===== config.mk =====
export PLATFORM = sky130hd
export DESIGN_NAME = tag_afi_data_storage_format_id_lock_cmds
export DESIGN_NICKNAME = d
export VERILOG_FILES = /design/src/design/tag_afi_data_storage_format_id_lock_cmds.v /design/src/design/pkt_checksum.v
export VERILOG_INCLUDE_DIRS = /design/src /design/src/design
export SDC_FILE = /design/constraint.sdc
export NUM_CORES = 1
export LEC_CHECK = 0
export ABC_AREA = 1
export CELL_PAD_IN_SITES_DETAIL_PLACEMENT = 0
export CELL_PAD_IN_SITES_GLOBAL_PLACEMENT = 1
export CORE_MARGIN = 4
export CORE_UTILIZATION = 52
export CTS_CLUSTER_DIAMETER = 150
export DETAILED_ROUTE_END_ITERATION = 10
export DONT_BUFFER_PORTS = 1
export PLACE_DENSITY = 0.82
export SETUP_SLACK_MARGIN = 0.3
export SYNTH_ARGS = -nofsm -noshare
export SYNTH_HDL_FRONTEND = slang
export SYNTH_SLANG_ARGS = --single-unit

===== constraint.sdc =====
create_clock -name CORE_CLK_I -period 5.1 [get_ports CORE_CLK_I]
set_input_delay 0.51 -clock CORE_CLK_I [delete_from_list [all_inputs] [get_ports CORE_CLK_I]]
set_output_delay 0.51 -clock CORE_CLK_I [all_outputs]
set_load 0.01 [all_outputs]

===== src/design/tag_cmd_defines.vh =====
// constants for the tag identifier lock / security status packet interpreter
// assumes inclusion by bare name from design files
`ifndef TAG_CMD_DEFINES_VH
`define TAG_CMD_DEFINES_VH
`define PKT_SOF          8'h01
`define PKT_CMD          8'h60
`define CODE_LOCK_AFI    8'h28
`define CODE_WRITE_DATA_STORAGE_FORMAT_ID 8'h29
`define CODE_LOCK_DATA_STORAGE_FORMAT_ID  8'h2a
`define CODE_GET_SEC     8'h2c
`define ERR_NOT_FOUND    8'h01
`define ERR_UNSUPPORTED  8'h02
`define ERR_BAD_CHECK    8'h03
`define ERR_BAD_FLAGS    8'h04
`define ERR_WRITE_FAIL   8'h05
`define ERR_LOCKED       8'h06
`define ERR_NO_FUNC      8'h07
`define ERR_UNDEFINED    8'h0f
`define RSP_FLAG_ERR     8'h01
`define UID_BYTES        4'h8
`define HDR_BYTES        5'h07
`define CFG_POS          5'h07
`define FLAGS_POS        5'h08
`define CODE_POS         5'h09
`define UID_POS          5'h0a
`define ARG0_POS         5'h12
`define ARG1_POS         5'h13
`define MAX_BLOCKS       8'h3d
`endif


===== src/design/tag_afi_data_storage_format_id_lock_cmds.v =====
// packet interpreter for identifier lock/write and block security status
// assumes byte streams on the core clock; tag access is a request/answer port
//
// Contract
// - the reader frames responses as start 01, length, node, flags, 60, data, checksum.
// - an error response carries the flags byte and exactly one error code.
// - a good write or lock response carries only the flags byte.
// - a good status response carries flags then one status byte per block.
// - error codes are 01 not found through 07 unsupported function and 0f undefined.
`default_nettype none
`include "tag_cmd_defines.vh"
module tag_afi_data_storage_format_id_lock_cmds (
  input  wire        CORE_CLK_I,
  input  wire        RST_N_I,
  input  wire        RX_VALID_I,
  input  wire [7:0]  RX_DATA_I,
  output wire        RX_READY_O,
  output reg         TX_VALID_O,
  output reg  [7:0]  TX_DATA_O,
  output reg         TX_LAST_O,
  input  wire        TX_READY_I,
  output reg         TAG_REQ_O,
  output reg  [7:0]  TAG_CODE_O,
  output reg  [7:0]  TAG_FLAGS_O,
  output reg  [63:0] TAG_UNIQUE_ID_O,
  output reg  [7:0]  TAG_ARG0_O,
  output reg  [7:0]  TAG_ARG1_O,
  input  wire        TAG_DONE_I,
  input  wire        TAG_ERR_I,
  input  wire [7:0]  TAG_ERR_CODE_I,
  input  wire [7:0]  TAG_STATUS_I,
  output reg  [7:0]  TAG_STATUS_IDX_O
);
  // ****************************************
  // states
  // ****************************************
  localparam [2:0] S_RX   = 3'h0;
  localparam [2:0] S_CK   = 3'h1;
  localparam [2:0] S_TAG  = 3'h2;
  localparam [2:0] S_TX   = 3'h3;
  localparam [2:0] S_DROP = 3'h4;

  reg  [2:0]  state_q;
  reg  [15:0] len_q;
  reg  [15:0] cnt_q;
  reg  [15:0] node_q;
  reg  [15:0] rx_sum_q;
  reg  [15:0] calc_q;
  reg         err_q;
  reg  [7:0]  err_code_q;
  reg  [7:0]  tx_idx_q;
  reg  [7:0]  tx_len_q;
  reg  [15:0] tx_sum_q;
  reg  [7:0]  tx_data_next;
  wire [15:0] sum_w;
  wire        rx_take = RX_VALID_I && (state_q == S_RX);
  wire        in_body = (cnt_q < len_q - 16'h0002);

  // dropped packets are still drained byte by byte so the host never stalls
  assign RX_READY_O = (state_q == S_RX) || (state_q == S_DROP);

  // request length implied by each code; zero marks an unsupported code
  function [7:0] req_len;
    input [7:0] code;
    begin
      case (code)
        `CODE_LOCK_AFI:    req_len = 8'h13;
        `CODE_WRITE_DATA_STORAGE_FORMAT_ID: req_len = 8'h13;
        `CODE_LOCK_DATA_STORAGE_FORMAT_ID:  req_len = 8'h12;
        `CODE_GET_SEC:     req_len = 8'h14;
        default:           req_len = 8'h00;
      endcase
    end
  endfunction

  // ****************************************
  // checksum over received bytes except the trailing pair
  // ****************************************
  pkt_checksum u_sum (
    .clk_i   (CORE_CLK_I),
    .rst_n_i (RST_N_I),
    .clear_i (state_q != S_RX),
    .en_i    (rx_take && in_body && !(cnt_q == 16'h0000 && RX_DATA_I != `PKT_SOF)),
    .byte_i  (RX_DATA_I),
    .sum_o   (sum_w)
  );

  // ****************************************
  // receive, check, tag access, respond
  // ****************************************
  always @(posedge CORE_CLK_I or negedge RST_N_I) begin
    if (!RST_N_I) begin
      state_q <= S_RX;
      len_q <= 16'hffff;
      cnt_q <= 16'h0000;
      node_q <= 16'h0000;
      rx_sum_q <= 16'h0000;
      calc_q <= 16'h0000;
      err_q <= 1'b0;
      err_code_q <= 8'h00;
      tx_idx_q <= 8'h00;
      tx_len_q <= 8'h00;
      tx_sum_q <= 16'h0000;
      TX_VALID_O <= 1'b0;
      TX_DATA_O <= 8'h00;
      TX_LAST_O <= 1'b0;
      TAG_REQ_O <= 1'b0;
      TAG_CODE_O <= 8'h00;
      TAG_FLAGS_O <= 8'h00;
      TAG_UNIQUE_ID_O <= 64'h0;
      TAG_ARG0_O <= 8'h00;
      TAG_ARG1_O <= 8'h00;
      TAG_STATUS_IDX_O <= 8'h00;
    end else begin
      case (state_q)
        S_RX: begin
          if (rx_take) begin
            cnt_q <= cnt_q + 16'h0001;
            case (cnt_q[4:0])
              5'h00: if (RX_DATA_I != `PKT_SOF) cnt_q <= 16'h0000;
              5'h01: len_q[15:8] <= RX_DATA_I;
              5'h02: len_q[7:0] <= RX_DATA_I;
              5'h03: node_q[15:8] <= RX_DATA_I;
              5'h04: node_q[7:0] <= RX_DATA_I;
              `FLAGS_POS: TAG_FLAGS_O <= RX_DATA_I;
              `CODE_POS: TAG_CODE_O <= RX_DATA_I;
              `ARG0_POS: TAG_ARG0_O <= RX_DATA_I;
              `ARG1_POS: TAG_ARG1_O <= RX_DATA_I;
              default: begin
              end
            endcase
            if (cnt_q >= {11'h0, `UID_POS} && cnt_q < {11'h0, `ARG0_POS} && cnt_q[15:5] == 11'h0) begin
              TAG_UNIQUE_ID_O <= {TAG_UNIQUE_ID_O[55:0], RX_DATA_I};
            end
            if (cnt_q == 16'h0006 && RX_DATA_I != `PKT_CMD) begin
              state_q <= S_DROP;
            end
            if (!in_body) begin
              rx_sum_q <= {rx_sum_q[7:0], RX_DATA_I};
            end
            if (cnt_q == len_q - 16'h0001) begin
              state_q <= S_CK;
              calc_q <= sum_w;
            end
          end
        end
        S_CK: begin
          cnt_q <= 16'h0000;
          len_q <= 16'hffff;
          err_q <= 1'b1;
          tx_idx_q <= 8'h00;
          if (rx_sum_q != calc_q) begin
            err_code_q <= `ERR_BAD_CHECK;
            state_q <= S_TX;
          end else if (req_len(TAG_CODE_O) == 8'h00) begin
            err_code_q <= `ERR_UNSUPPORTED;
            state_q <= S_TX;
          end else if (len_q[7:0] != req_len(TAG_CODE_O) + 8'h02 || len_q[15:8] != 8'h00) begin
            err_code_q <= `ERR_UNDEFINED;
            state_q <= S_TX;
          end else if (TAG_CODE_O == `CODE_GET_SEC && TAG_ARG1_O >= `MAX_BLOCKS) begin
            err_code_q <= `ERR_BAD_FLAGS;
            state_q <= S_TX;
          end else begin
            TAG_REQ_O <= 1'b1;
            TAG_STATUS_IDX_O <= 8'h00;
            state_q <= S_TAG;
          end
          // total bytes: header, flags, error code, checksum pair
          tx_len_q <= `HDR_BYTES + 8'h04;
        end
        S_TAG: begin
          if (TAG_DONE_I) begin
            TAG_REQ_O <= 1'b0;
            err_q <= TAG_ERR_I;
            err_code_q <= TAG_ERR_CODE_I;
            state_q <= S_TX;
            if (TAG_ERR_I) begin
              tx_len_q <= `HDR_BYTES + 8'h04;
            end else if (TAG_CODE_O == `CODE_GET_SEC) begin
              tx_len_q <= `HDR_BYTES + 8'h04 + TAG_ARG1_O;
            end else begin
              tx_len_q <= `HDR_BYTES + 8'h03;
            end
          end
        end
        S_TX: begin
          // one byte per accepted beat; data held until taken
          if (!TX_VALID_O || TX_READY_I) begin
            if (tx_idx_q == tx_len_q) begin
              TX_VALID_O <= 1'b0;
              TX_LAST_O <= 1'b0;
              tx_idx_q <= 8'h00;
              state_q <= S_RX;
            end else begin
              TX_VALID_O <= 1'b1;
              TX_LAST_O <= (tx_idx_q == tx_len_q - 8'h01);
              tx_idx_q <= tx_idx_q + 8'h01;
              if (tx_idx_q < tx_len_q - 8'h02) begin
                tx_sum_q <= (tx_idx_q == 8'h00) ? {~tx_data_next, tx_data_next}
                           : {~(tx_sum_q[7:0] ^ tx_data_next), tx_sum_q[7:0] ^ tx_data_next};
              end
              TX_DATA_O <= tx_data_next;
              if (tx_idx_q >= `HDR_BYTES) begin
                TAG_STATUS_IDX_O <= tx_idx_q - `HDR_BYTES;
              end
            end
          end
        end
        S_DROP: begin
          // discard rest of a foreign packet
          if (RX_VALID_I) begin
            cnt_q <= cnt_q + 16'h0001;
          end
          if (RX_VALID_I && cnt_q == len_q - 16'h0001) begin
            cnt_q <= 16'h0000;
            len_q <= 16'hffff;
            state_q <= S_RX;
          end
        end
        default: state_q <= S_RX;
      endcase
    end
  end

  // ****************************************
  // response byte selection
  // ****************************************
  always @* begin
    tx_data_next = 8'h00;
    case (tx_idx_q)
      8'h00: tx_data_next = `PKT_SOF;
      8'h01: tx_data_next = 8'h00;
      8'h02: tx_data_next = tx_len_q;
      8'h03: tx_data_next = node_q[15:8];
      8'h04: tx_data_next = node_q[7:0];
      8'h05: tx_data_next = err_q ? `RSP_FLAG_ERR : 8'h00;
      8'h06: tx_data_next = `PKT_CMD;
      8'h07: tx_data_next = err_q ? `RSP_FLAG_ERR : 8'h00;
      default: begin
        if (tx_idx_q == tx_len_q - 8'h02) begin
          tx_data_next = tx_sum_q[15:8];
        end else if (tx_idx_q == tx_len_q - 8'h01) begin
          tx_data_next = tx_sum_q[7:0];
        end else if (err_q) begin
          tx_data_next = err_code_q;
        end else begin
          tx_data_next = TAG_STATUS_I;
        end
      end
    endcase
  end
endmodule // tag_afi_data_storage_format_id_lock_cmds
`default_nettype wire


===== src/design/pkt_checksum.v =====
// running checksum over packet bytes: xor in low byte, inverted xor in high
// assumes byte strobes on the core clock; clear before each packet
`default_nettype none
module pkt_checksum (
  input  wire        clk_i,
  input  wire        rst_n_i,
  input  wire        clear_i,
  input  wire        en_i,
  input  wire [7:0]  byte_i,
  output reg  [15:0] sum_o
);
  always @(posedge clk_i or negedge rst_n_i) begin
    if (!rst_n_i) begin
      sum_o <= 16'h0000;
    end else if (clear_i) begin
      sum_o <= 16'h0000;
    end else if (en_i) begin
      // high byte is the inverse of the running xor, not an alternating fold
      sum_o <= {~(sum_o[7:0] ^ byte_i), sum_o[7:0] ^ byte_i};
    end
  end
endmodule // pkt_checksum
`default_nettype wire


* Word level (Yosys, flattened, before mapping) *
Cells that the tools add are included.

cells by class
  reductions and logical operators = 49
  mux-type cells = 68
  eq/ne operators = 48
  bitwise operators = 7
  magnitude comparators = 6
  $add $sub $neg = 9

operators with widths
  kind                     number
  $mux W8                  27
  $mux W16                 10
  $pmux W16 S3             2
  $pmux W8 S2              4
  $pmux W8 S7              1
  $reduce_and A3 Y1        12
  $eq A8 B3 Y1 const B     4
  $eq A8 B6 Y1 const B     4
  $eq A8 B8 Y1             3
  $not A8 Y8               3
  $mux W3                  7
  $ne A2 B2 Y1 const B     10
  $add A16 B1 Y16 const B  1
  $eq A16 B16 Y1           1
  $eq A16 B3 Y1 const B    1
  $eq A8 B2 Y1 const B     2
  $ge A16 B4 Y1 const B    1
  $logic_not A16 Y1        1
  $logic_not A8 Y1         2
  $lt A16 B16 Y1           1
  $lt A16 B5 Y1 const B    1
  $ne A16 B16 Y1           1
  $sub A16 B1 Y16 const B  1
  $sub A16 B2 Y16 const B  1
  other kinds (45)         86

word-level totals
  word-level logic and storage cells = 211
  bits of input ports = 30
  output and inout port bits = 116
  bits in registers = 255

* Logic depth before layout (Yosys ltp) *
Gate-level depths: netlist (run 1).

  depth in word-level cells = 16
  gate-level depth with buffers = 21

* By module *
A second synthesis (run 1) with hierarchy kept.

second synthesis, totals
  cell total of the unflattened synthesis = 1,854
  area, all modules = 14,268.7 sq um

modules (own cells, without submodules)
  module                                    area each (sq um)  seq. area each (sq um)  cells each  times used
  tag_afi_data_storage_format_id_lock_cmds  13,440.4           6,000.8                 1,737       1
  pkt_checksum                              828.3              400.4                   117         1

* Worst setup path before layout (run 1) *
Ideal clock, no wire load.

  kind = flip-flop to flip-flop
  start point = register len_q[1]
  end point = register u_sum.sum_o[5]
  setup time = 0.121 ns
  clock period less this slack = 2.700 ns
  required time = 4.979 ns
  stages on the path, launching flop included = 17
  data arrival time = 2.579 ns
  buffers on the path = 1
  setup slack = 2.400 ns
  cells stage by stage = dfstp_2 inv_1 ha_1 inv_1 nor2_1 nand2_1 xor2_1 ha_1 a21oi_1 o21ai_0 a21oi_1 nand2_1 nor2_2 clkbuf_1 nand2_1 o21ai_0 nor2_1

between the ends
  word-level cells in the longest chain between the ends = 5

RTL lines
  item                                 RTL line                                        source
  from (decl)                          tag_afi_data_storage_format_id_lock_cmds.v:44   reg [15:0] len_q;
  from (signal assigned)               tag_afi_data_storage_format_id_lock_cmds.v:94   len_q <= 16'hffff;
  from (signal assigned)               tag_afi_data_storage_format_id_lock_cmds.v:122  5'h02: len_q[7:0] <= RX_DATA_I;
  from (signal assigned)               tag_afi_data_storage_format_id_lock_cmds.v:149  len_q <= 16'hffff;
  $sub A16 B2 Y16                      tag_afi_data_storage_format_id_lock_cmds.v:57   wire in_body = (cnt_q < len_q - 16'h0002);
  $lt A16 B16 Y1                       tag_afi_data_storage_format_id_lock_cmds.v:57
  $logic_and A1 B1 Y1 (2 in a row)     tag_afi_data_storage_format_id_lock_cmds.v:83   .en_i (rx_take && in_body && !(cnt_q == 16'h0000 && RX_DATA_I != `PKT_SOF)),
  $reduce_bool A2 Y1 (no source line)  -
  to (signal assigned)                 pkt_checksum.v:19                               sum_o <= {~(sum_o[7:0] ^ byte_i), sum_o[7:0] ^ byte_i};
  to (decl)                            pkt_checksum.v:10                               output reg [15:0] sum_o

Every way passes these cells.
A chain may end at the register's enable or synchronous reset.

* Worst setup path after layout (run 1) *
  start point = register len_q[1]
  end point = register u_sum.sum_o[7]

Same word-level chain as after synthesis.

==> results of run 1 <==
[cells in the mapped netlist, drive strengths merged (3+ instances only)]
cell type	n	share of area, %
mux2i	7	0.51
o21ai	143	5.3
nor2	150	4.9
xnor2	24	1.5
buf	23	1.3
mux2	56	4.6
ha	40	3.6
xor2	44	2.8
o2111ai	5	0.32
nand4	36	1.9
o21a	5	0.27
o22ai	8	0.36
nor2b	8	0.36
dfstp	16	3.1
nand3b	6	0.33
nand2	452	13
nor4	8	0.46
a21oi	41	1.5
or2	3	0.14
nand3	109	4.2
dfrtp	239	44
clkinv	3	0.082
nor3	10	0.45
o211ai	3	0.16
clkbuf	21	0.58
a31oi	11	0.50
inv	152	4.2
[per-stage QoR]
step                utilization (%)  worst slack, ps  cells  power [W]
finish                         57.2             1560   1977    0.00711
global route                   57.2             1170   1977    0.00762
CTS                            57.2             1570   1977    0.00715
detailed placement             53.5             1580   1926    0.00504
global placement               53.5             1670   1926    0.00500
floorplan                         -             2400   1633    0.00440
[sequential cells by signal, indices dropped and copies added (netlist names), 3 cells and up]
signal	count
TAG_ARG1_O	8
TAG_CODE_O	8
TAG_UNIQUE_ID_O	64
TX_DATA_O	8
u_sum.sum_o	16
tx_idx_q	8
rx_sum_q	16
TAG_STATUS_IDX_O	8
node_q	16
calc_q	16
len_q	16
tx_len_q	8
state_q	3
err_code_q	8
tx_sum_q	16
TAG_FLAGS_O	8
cnt_q	16
TAG_ARG0_O	8
[metal layers]
metal  track usage [%]  part of all wire (%)
met1              34.3                    44
met2              39.7                    47
met3              3.95                   5.9
met4              6.15                   2.7
met5             0.334                     0
[cell type report]
type,instances,area [um^2],area share [%]
clock buffer,40,816,5.49
clock inverter,11,150,1.01
inverter,155,582,3.91
multi-input combinational,1179,6490,43.6
sequential,255,6400,43.0
tap,335,419,2.82
timing repair buffer,2,15.0,0.101
[final timing paths]
kind	cells after the start	slack (ps)	end
max reg2reg	15	1560	u_sum.sum_o[7]
max in group asynchronous	0	5080	TAG_ARG1_O[5]
max	15	1560	u_sum.sum_o[7]
min in group CORE_CLK_I	1	50	TAG_REQ_O
min reg2reg	2	470	calc_q[8]
min	0	-350	TAG_UNIQUE_ID_O[58]
[cell families after synthesis]
family	share of synthesized area, %
flops	46.6
mux	5.10
fa+ha+maj	3.64
xor+xnor	4.34
simple gates	25.5
compound gates	8.68
buf+inv	6.14
[worst max-delay path, stage by stage, from the launching register on]
cell      delay (ps)
dfstp_2          380
inv_1            150
ha_1             270
inv_1             80
nor2_1           290
nand2_1          110
xor2_1           150
ha_1             300
a21oi_1          130
o21ai_0          110
a21oi_1          140
nand2_1          150
nor2_2           510
clkinv_1         420
nand3_1          150
o21ai_1           70
[where the power goes]
group	leakage, nW	total (W)	internal (W)	switching [W]
sequential	3.33	0.00268	0.00235	0.000325
clock	0.471	0.00208	0.00126	0.000822
combinational	3.55	0.00235	0.000734	0.00161
==> results.ini, run 1 <==
[die]
rows=59
dieArea_um2=29100
floorplan.initialDensity_pct=52.9
core_area_um2=26000
pin_count=146
fp.dieW_um=171
die_h_um=171

[synth]
syn_inst=1633
syn-num-nets=1703
async_flop_share_pct=100
synthesis.area_um2=13700
ys_ff_latch=255
ys.flop_type=dfrtp_1
synth.distinct_cells=50
synth_area_per_cell_um2=8.41
yosys_warnings=0
synth_edf_count=0
ys_seq_area_share_pct=46.6

[cts]
cts_tree=yes
post_cts_buffers=0
cts_resized=0
clk_path_buf_depth=3
h-tree-depth=1
clk_pin_slew_ps=60
clkLatencyLatePin_ps=550
cts.sinks=255
cts-root-buf=clkbuf_16
numCtsBuffers=28

[worst_hold_path]
min_path_type=in2async

[layout]
design_area_um2=14900
final_common_cell=nand2_1
layout.nets=1691
syn2layout_area_growth_pct=8.29
drive_above_1_share_pct=10.7
fill_cells=2454
final_cell_mix=nand2_1, dfrtp_1, inv_1
diodes=0

[global_route]
grt_overflow=0
grt_usage_pct=24.4
antenna_found_initial=0
grt_pass1_vias=10324
grt_pass1_wl_um=57100
grt_max_degree=256

[sta]
slew_viol_final=0
fmax_mhz=282
hold_violations=255
worstMarginPinSlew_ps=922
layout_min_cycle_time_ps=3540
tns_ps=0
max-slew-margin-rel_pct=38.5
timing.hold.ws_ps=-346
fin_skew_ps=15.0
rsz0062_at_grt=false
setup_viol=0
period_share_pct=69.5

[worst_setup_path]
crit_fanout=17
setup.worst_path.start=len_q[1]
critPathKind=reg2reg
crit_arrival_ps=3970
worstSetupEndpointType=register
startpoint_type=register
critical_path_required_ps=5530
worstReg2RegStart=len_q[1]

[routing]
vias=10811
wire_per_inst_um=18.0
vias_per_cell=5.47
drc=0
drt-initial-drc-count=768
drt_wl_total_um=35600
antenna_left=0
dr.pass1.iters=5

[job]
cap_violations=0

[placed_design]
dp_hpwl_um=25800
dpl_cell_area_um2=13900
port_buffers=0
finalWeightedCongestion=0.917

[run_status]
violations=hold timing
outcome=finished, violations left

[power_and_ir_drop]
p_leak_nw=7.35
powerDensity_nw_per_um2=478
ir_drop_v=0.000325

Power figures use the tool's default switching activity.
==> inputs of run 2 (changes only) <==
--- a/config.mk
+++ b/config.mk
@@ -10,11 +10,11 @@
 export CELL_PAD_IN_SITES_DETAIL_PLACEMENT = 0
 export CELL_PAD_IN_SITES_GLOBAL_PLACEMENT = 1
 export CORE_MARGIN = 4
-export CORE_UTILIZATION = 52
+export CORE_UTILIZATION = 44
 export CTS_CLUSTER_DIAMETER = 150
 export DETAILED_ROUTE_END_ITERATION = 10
 export DONT_BUFFER_PORTS = 1
-export PLACE_DENSITY = 0.82
+export PLACE_DENSITY = 0.74
 export SETUP_SLACK_MARGIN = 0.3
 export SYNTH_ARGS = -nofsm -noshare
 export SYNTH_HDL_FRONTEND = slang
==> constraint.sdc (replaced) <==
create_clock -name CORE_CLK_I -period 3 [get_ports CORE_CLK_I]
set_input_delay 0.3 -clock CORE_CLK_I [delete_from_list [all_inputs] [get_ports CORE_CLK_I]]
set_output_delay 0.3 -clock CORE_CLK_I [all_outputs]
set_load 0.01 [all_outputs]
==> results.ini, run 2 (same netlist as run 1, synthesis figures left out) <==
[run_status]
outcome=finished, violations left
violations=hold timing

[power_and_ir_drop]
p_sw_share_pct=38.3  ; -0.50 points
p_leak_nw=7.79  ; +5.9%
power_frac_clock_pct=29.4  ; about the same
p_total_w=0.0128  ; +80%
powerDensity_nw_per_um2=807  ; +69%
ir_drop_v=0.000494  ; +52%
p_int_w=0.00790  ; +82%
seqPwrFrac_pct=35.4  ; -2.3 points
power_frac_comb_pct=35.2  ; +2.2 points
p_sw_w=0.00491  ; +78%

[global_route]
grt_pass1_vias=10856  ; +5.2%
grt_overflow=0  ; unchanged
grt_pass1_wl_um=59700  ; +4.5%
grt_max_degree=256  ; unchanged
grt_usage_pct=21.8  ; -2.5 points
antenna_found_initial=0  ; unchanged

[placed_design]
port_buffers=0  ; unchanged
dp_hpwl_um=26900  ; +3.9%
place_ws_ps=-0.0364  ; -1580 ps
finalWeightedCongestion=0.849  ; -7.4%
dpl_cell_area_um2=14200  ; +2.1%

[cts]
cts-root-buf=clkbuf_16
cts.sinks=255  ; unchanged
cts_tree=yes
cts_hold_buf=17
h-tree-depth=1  ; unchanged
clk_pin_slew_ps=60  ; about the same
clk_path_buf_depth=3  ; unchanged
clkLatencyLatePin_ps=550  ; about the same
numCtsBuffers=29  ; +3.6%

[die]
fp.dieW_um=185  ; +8.3%
die_h_um=185  ; +8.3%
pin_count=146  ; unchanged
core_area_um2=30700  ; +18%
rows=64  ; +8.5%
floorplan.initialDensity_pct=44.8  ; -8.1 points
dieArea_um2=34100  ; +17%

[worst_setup_path]
worstSetupEndpointType=register
critical_path_required_ps=3490  ; -2040 ps
critPathKind=reg2reg
crit_arrival_ps=3060  ; -910 ps
startpoint_type=register
crit_fanout=5  ; -12

[sta]
hold_violations=255  ; unchanged
layout_min_cycle_time_ps=2570  ; -972 ps
setup_viol=0  ; unchanged
period_share_pct=85.7  ; +16 points
rsz0062_at_grt=true
worstMarginPinSlew_ps=830  ; -92.4 ps
tns_ps=0  ; unchanged
layout_setup_ws_ps=429  ; -1130 ps
timing.hold.ws_ps=-557  ; -211 ps
max-slew-margin-rel_pct=44.7  ; +6.2 points
fin_skew_ps=9.61  ; -5.40 ps
fmax_mhz=389  ; +38%
slew_viol_final=0  ; unchanged

[layout]
layout.nets=1763  ; +4.3%
diodes=0  ; unchanged
drive_above_1_share_pct=16.6  ; +5.9 points
regMostFlops=TAG_UNIQUE_ID_O
final_common_cell=nand2_1
largest_reg_flops=64  ; unchanged
design_area_um2=15900  ; +6.8%
final_cell_mix=nand2_1, dfrtp_1, inv_1
syn2layout_area_growth_pct=15.6

[routing]
vias_per_cell=5.23  ; -4.4%
drt_wl_total_um=37600  ; +5.6%
drt-initial-drc-count=649  ; -15%
wire_per_inst_um=17.8  ; -1.1%
drc=0  ; unchanged
vias=11039  ; +2.1%
antenna_left=0  ; unchanged
dr.pass1.iters=6  ; +1

[worst_hold_path]
min_path_type=in2async

[job]
cap_violations=0  ; unchanged

==> run 2: changes by cell type in the layout (fill, tap and decap cells not counted), moves of 8 or more <==
cell	previous run	this run
nand2_1	447	435
dlygate4sd3_1	0	17
buf_4	2	46
o21ai_0	132	124
inv_1	143	135
nand2_2	3	13
nor2_1	126	116
nor2_4	10	20
==> run 2: power groups by stage <==
stage | Combinational [W] | Clock [W] | Sequential [W]
after CTS | 0.00422 | 0.00383 | 0.00454
after global placement | 0.00407 | 0 | 0.00459
after detailed placement | 0.00410 | 0 | 0.00460
after floorplan | 0.00310 | 0 | 0.00439
final | 0.00451 | 0.00377 | 0.00454
after global routing | 0.00510 | 0.00398 | 0.00461
==> run 2: path summary, 6_finish.rpt <==
kind	startpoint	endpoint	slack (ps)	cells after the start
worst max-delay path	TAG_CODE_O[6]	TAG_STATUS_IDX_O[0]	430	21
worst min-delay path	RST_N_I	TAG_UNIQUE_ID_O[50]	-560	0
worst max register to register	TAG_CODE_O[6]	TAG_STATUS_IDX_O[0]	430	21
worst min register to register	err_code_q[5]	err_code_q[5]	470	2
min in group CORE_CLK_I	TX_READY_I	TX_VALID_O	40	3
max in group asynchronous	RST_N_I	len_q[12]	3150	0
==> run 2: repair_timing <==
item	in CTS	in global routing
setup endpoints to repair	65	107
gates cloned	1	2
gates resized for setup	34	52
pin swaps	7	24
buffers inserted	5	21
endpoints found under the hold margin	280	255
==> run 2: critical path, cell delays in order (launching register included) <==
cell,delay (ps)
dfrtp_1,430
inv_1,70
nand2_1,60
nor2_2,150
buf_6,140
nand2_4,60
inv_2,70
ha_4,200
nand2_1,60
nand2_1,40
nor2_1,80
nand2_1,70
nor2_2,90
nand3_2,110
nor2_4,160
nand3_4,120
nand2_4,110
inv_2,60
nor2_4,180
buf_6,120
nand3_1,70
nand2_1,70
==> run 2: layout make-up <==
cell class	instances	area (um^2)
clock buffers	39	843
repair buffers	71	617
fillers	2958	14800
multi-input cells	1181	6740
well taps	396	495
clock inverters	14	185
inverters	155	591
flip-flops and latches	255	6410
==> run 2: layer usage <==
metal	global-route usage, %	part of all wire (%)	wire length [um]	up-vias
li1	-	-	-	5490
met1	29.6	44	16600	5228
met2	36.8	48	18200	255
met3	3.73	5.1	1930	66
met4	5.37	2.5	944	0
met5	0	0	0	-
==> run 2: through the flow <==
stage | util [%] | std cells
2_1_floorplan | - | 1633
3_3_place_gp | 46.3 | 2012
3_5_place_dp | 46.3 | 2012
4_1_cts | 50.7 | 2088
5_1_grt | 51.8 | 2111
6_report | 51.8 | 2111
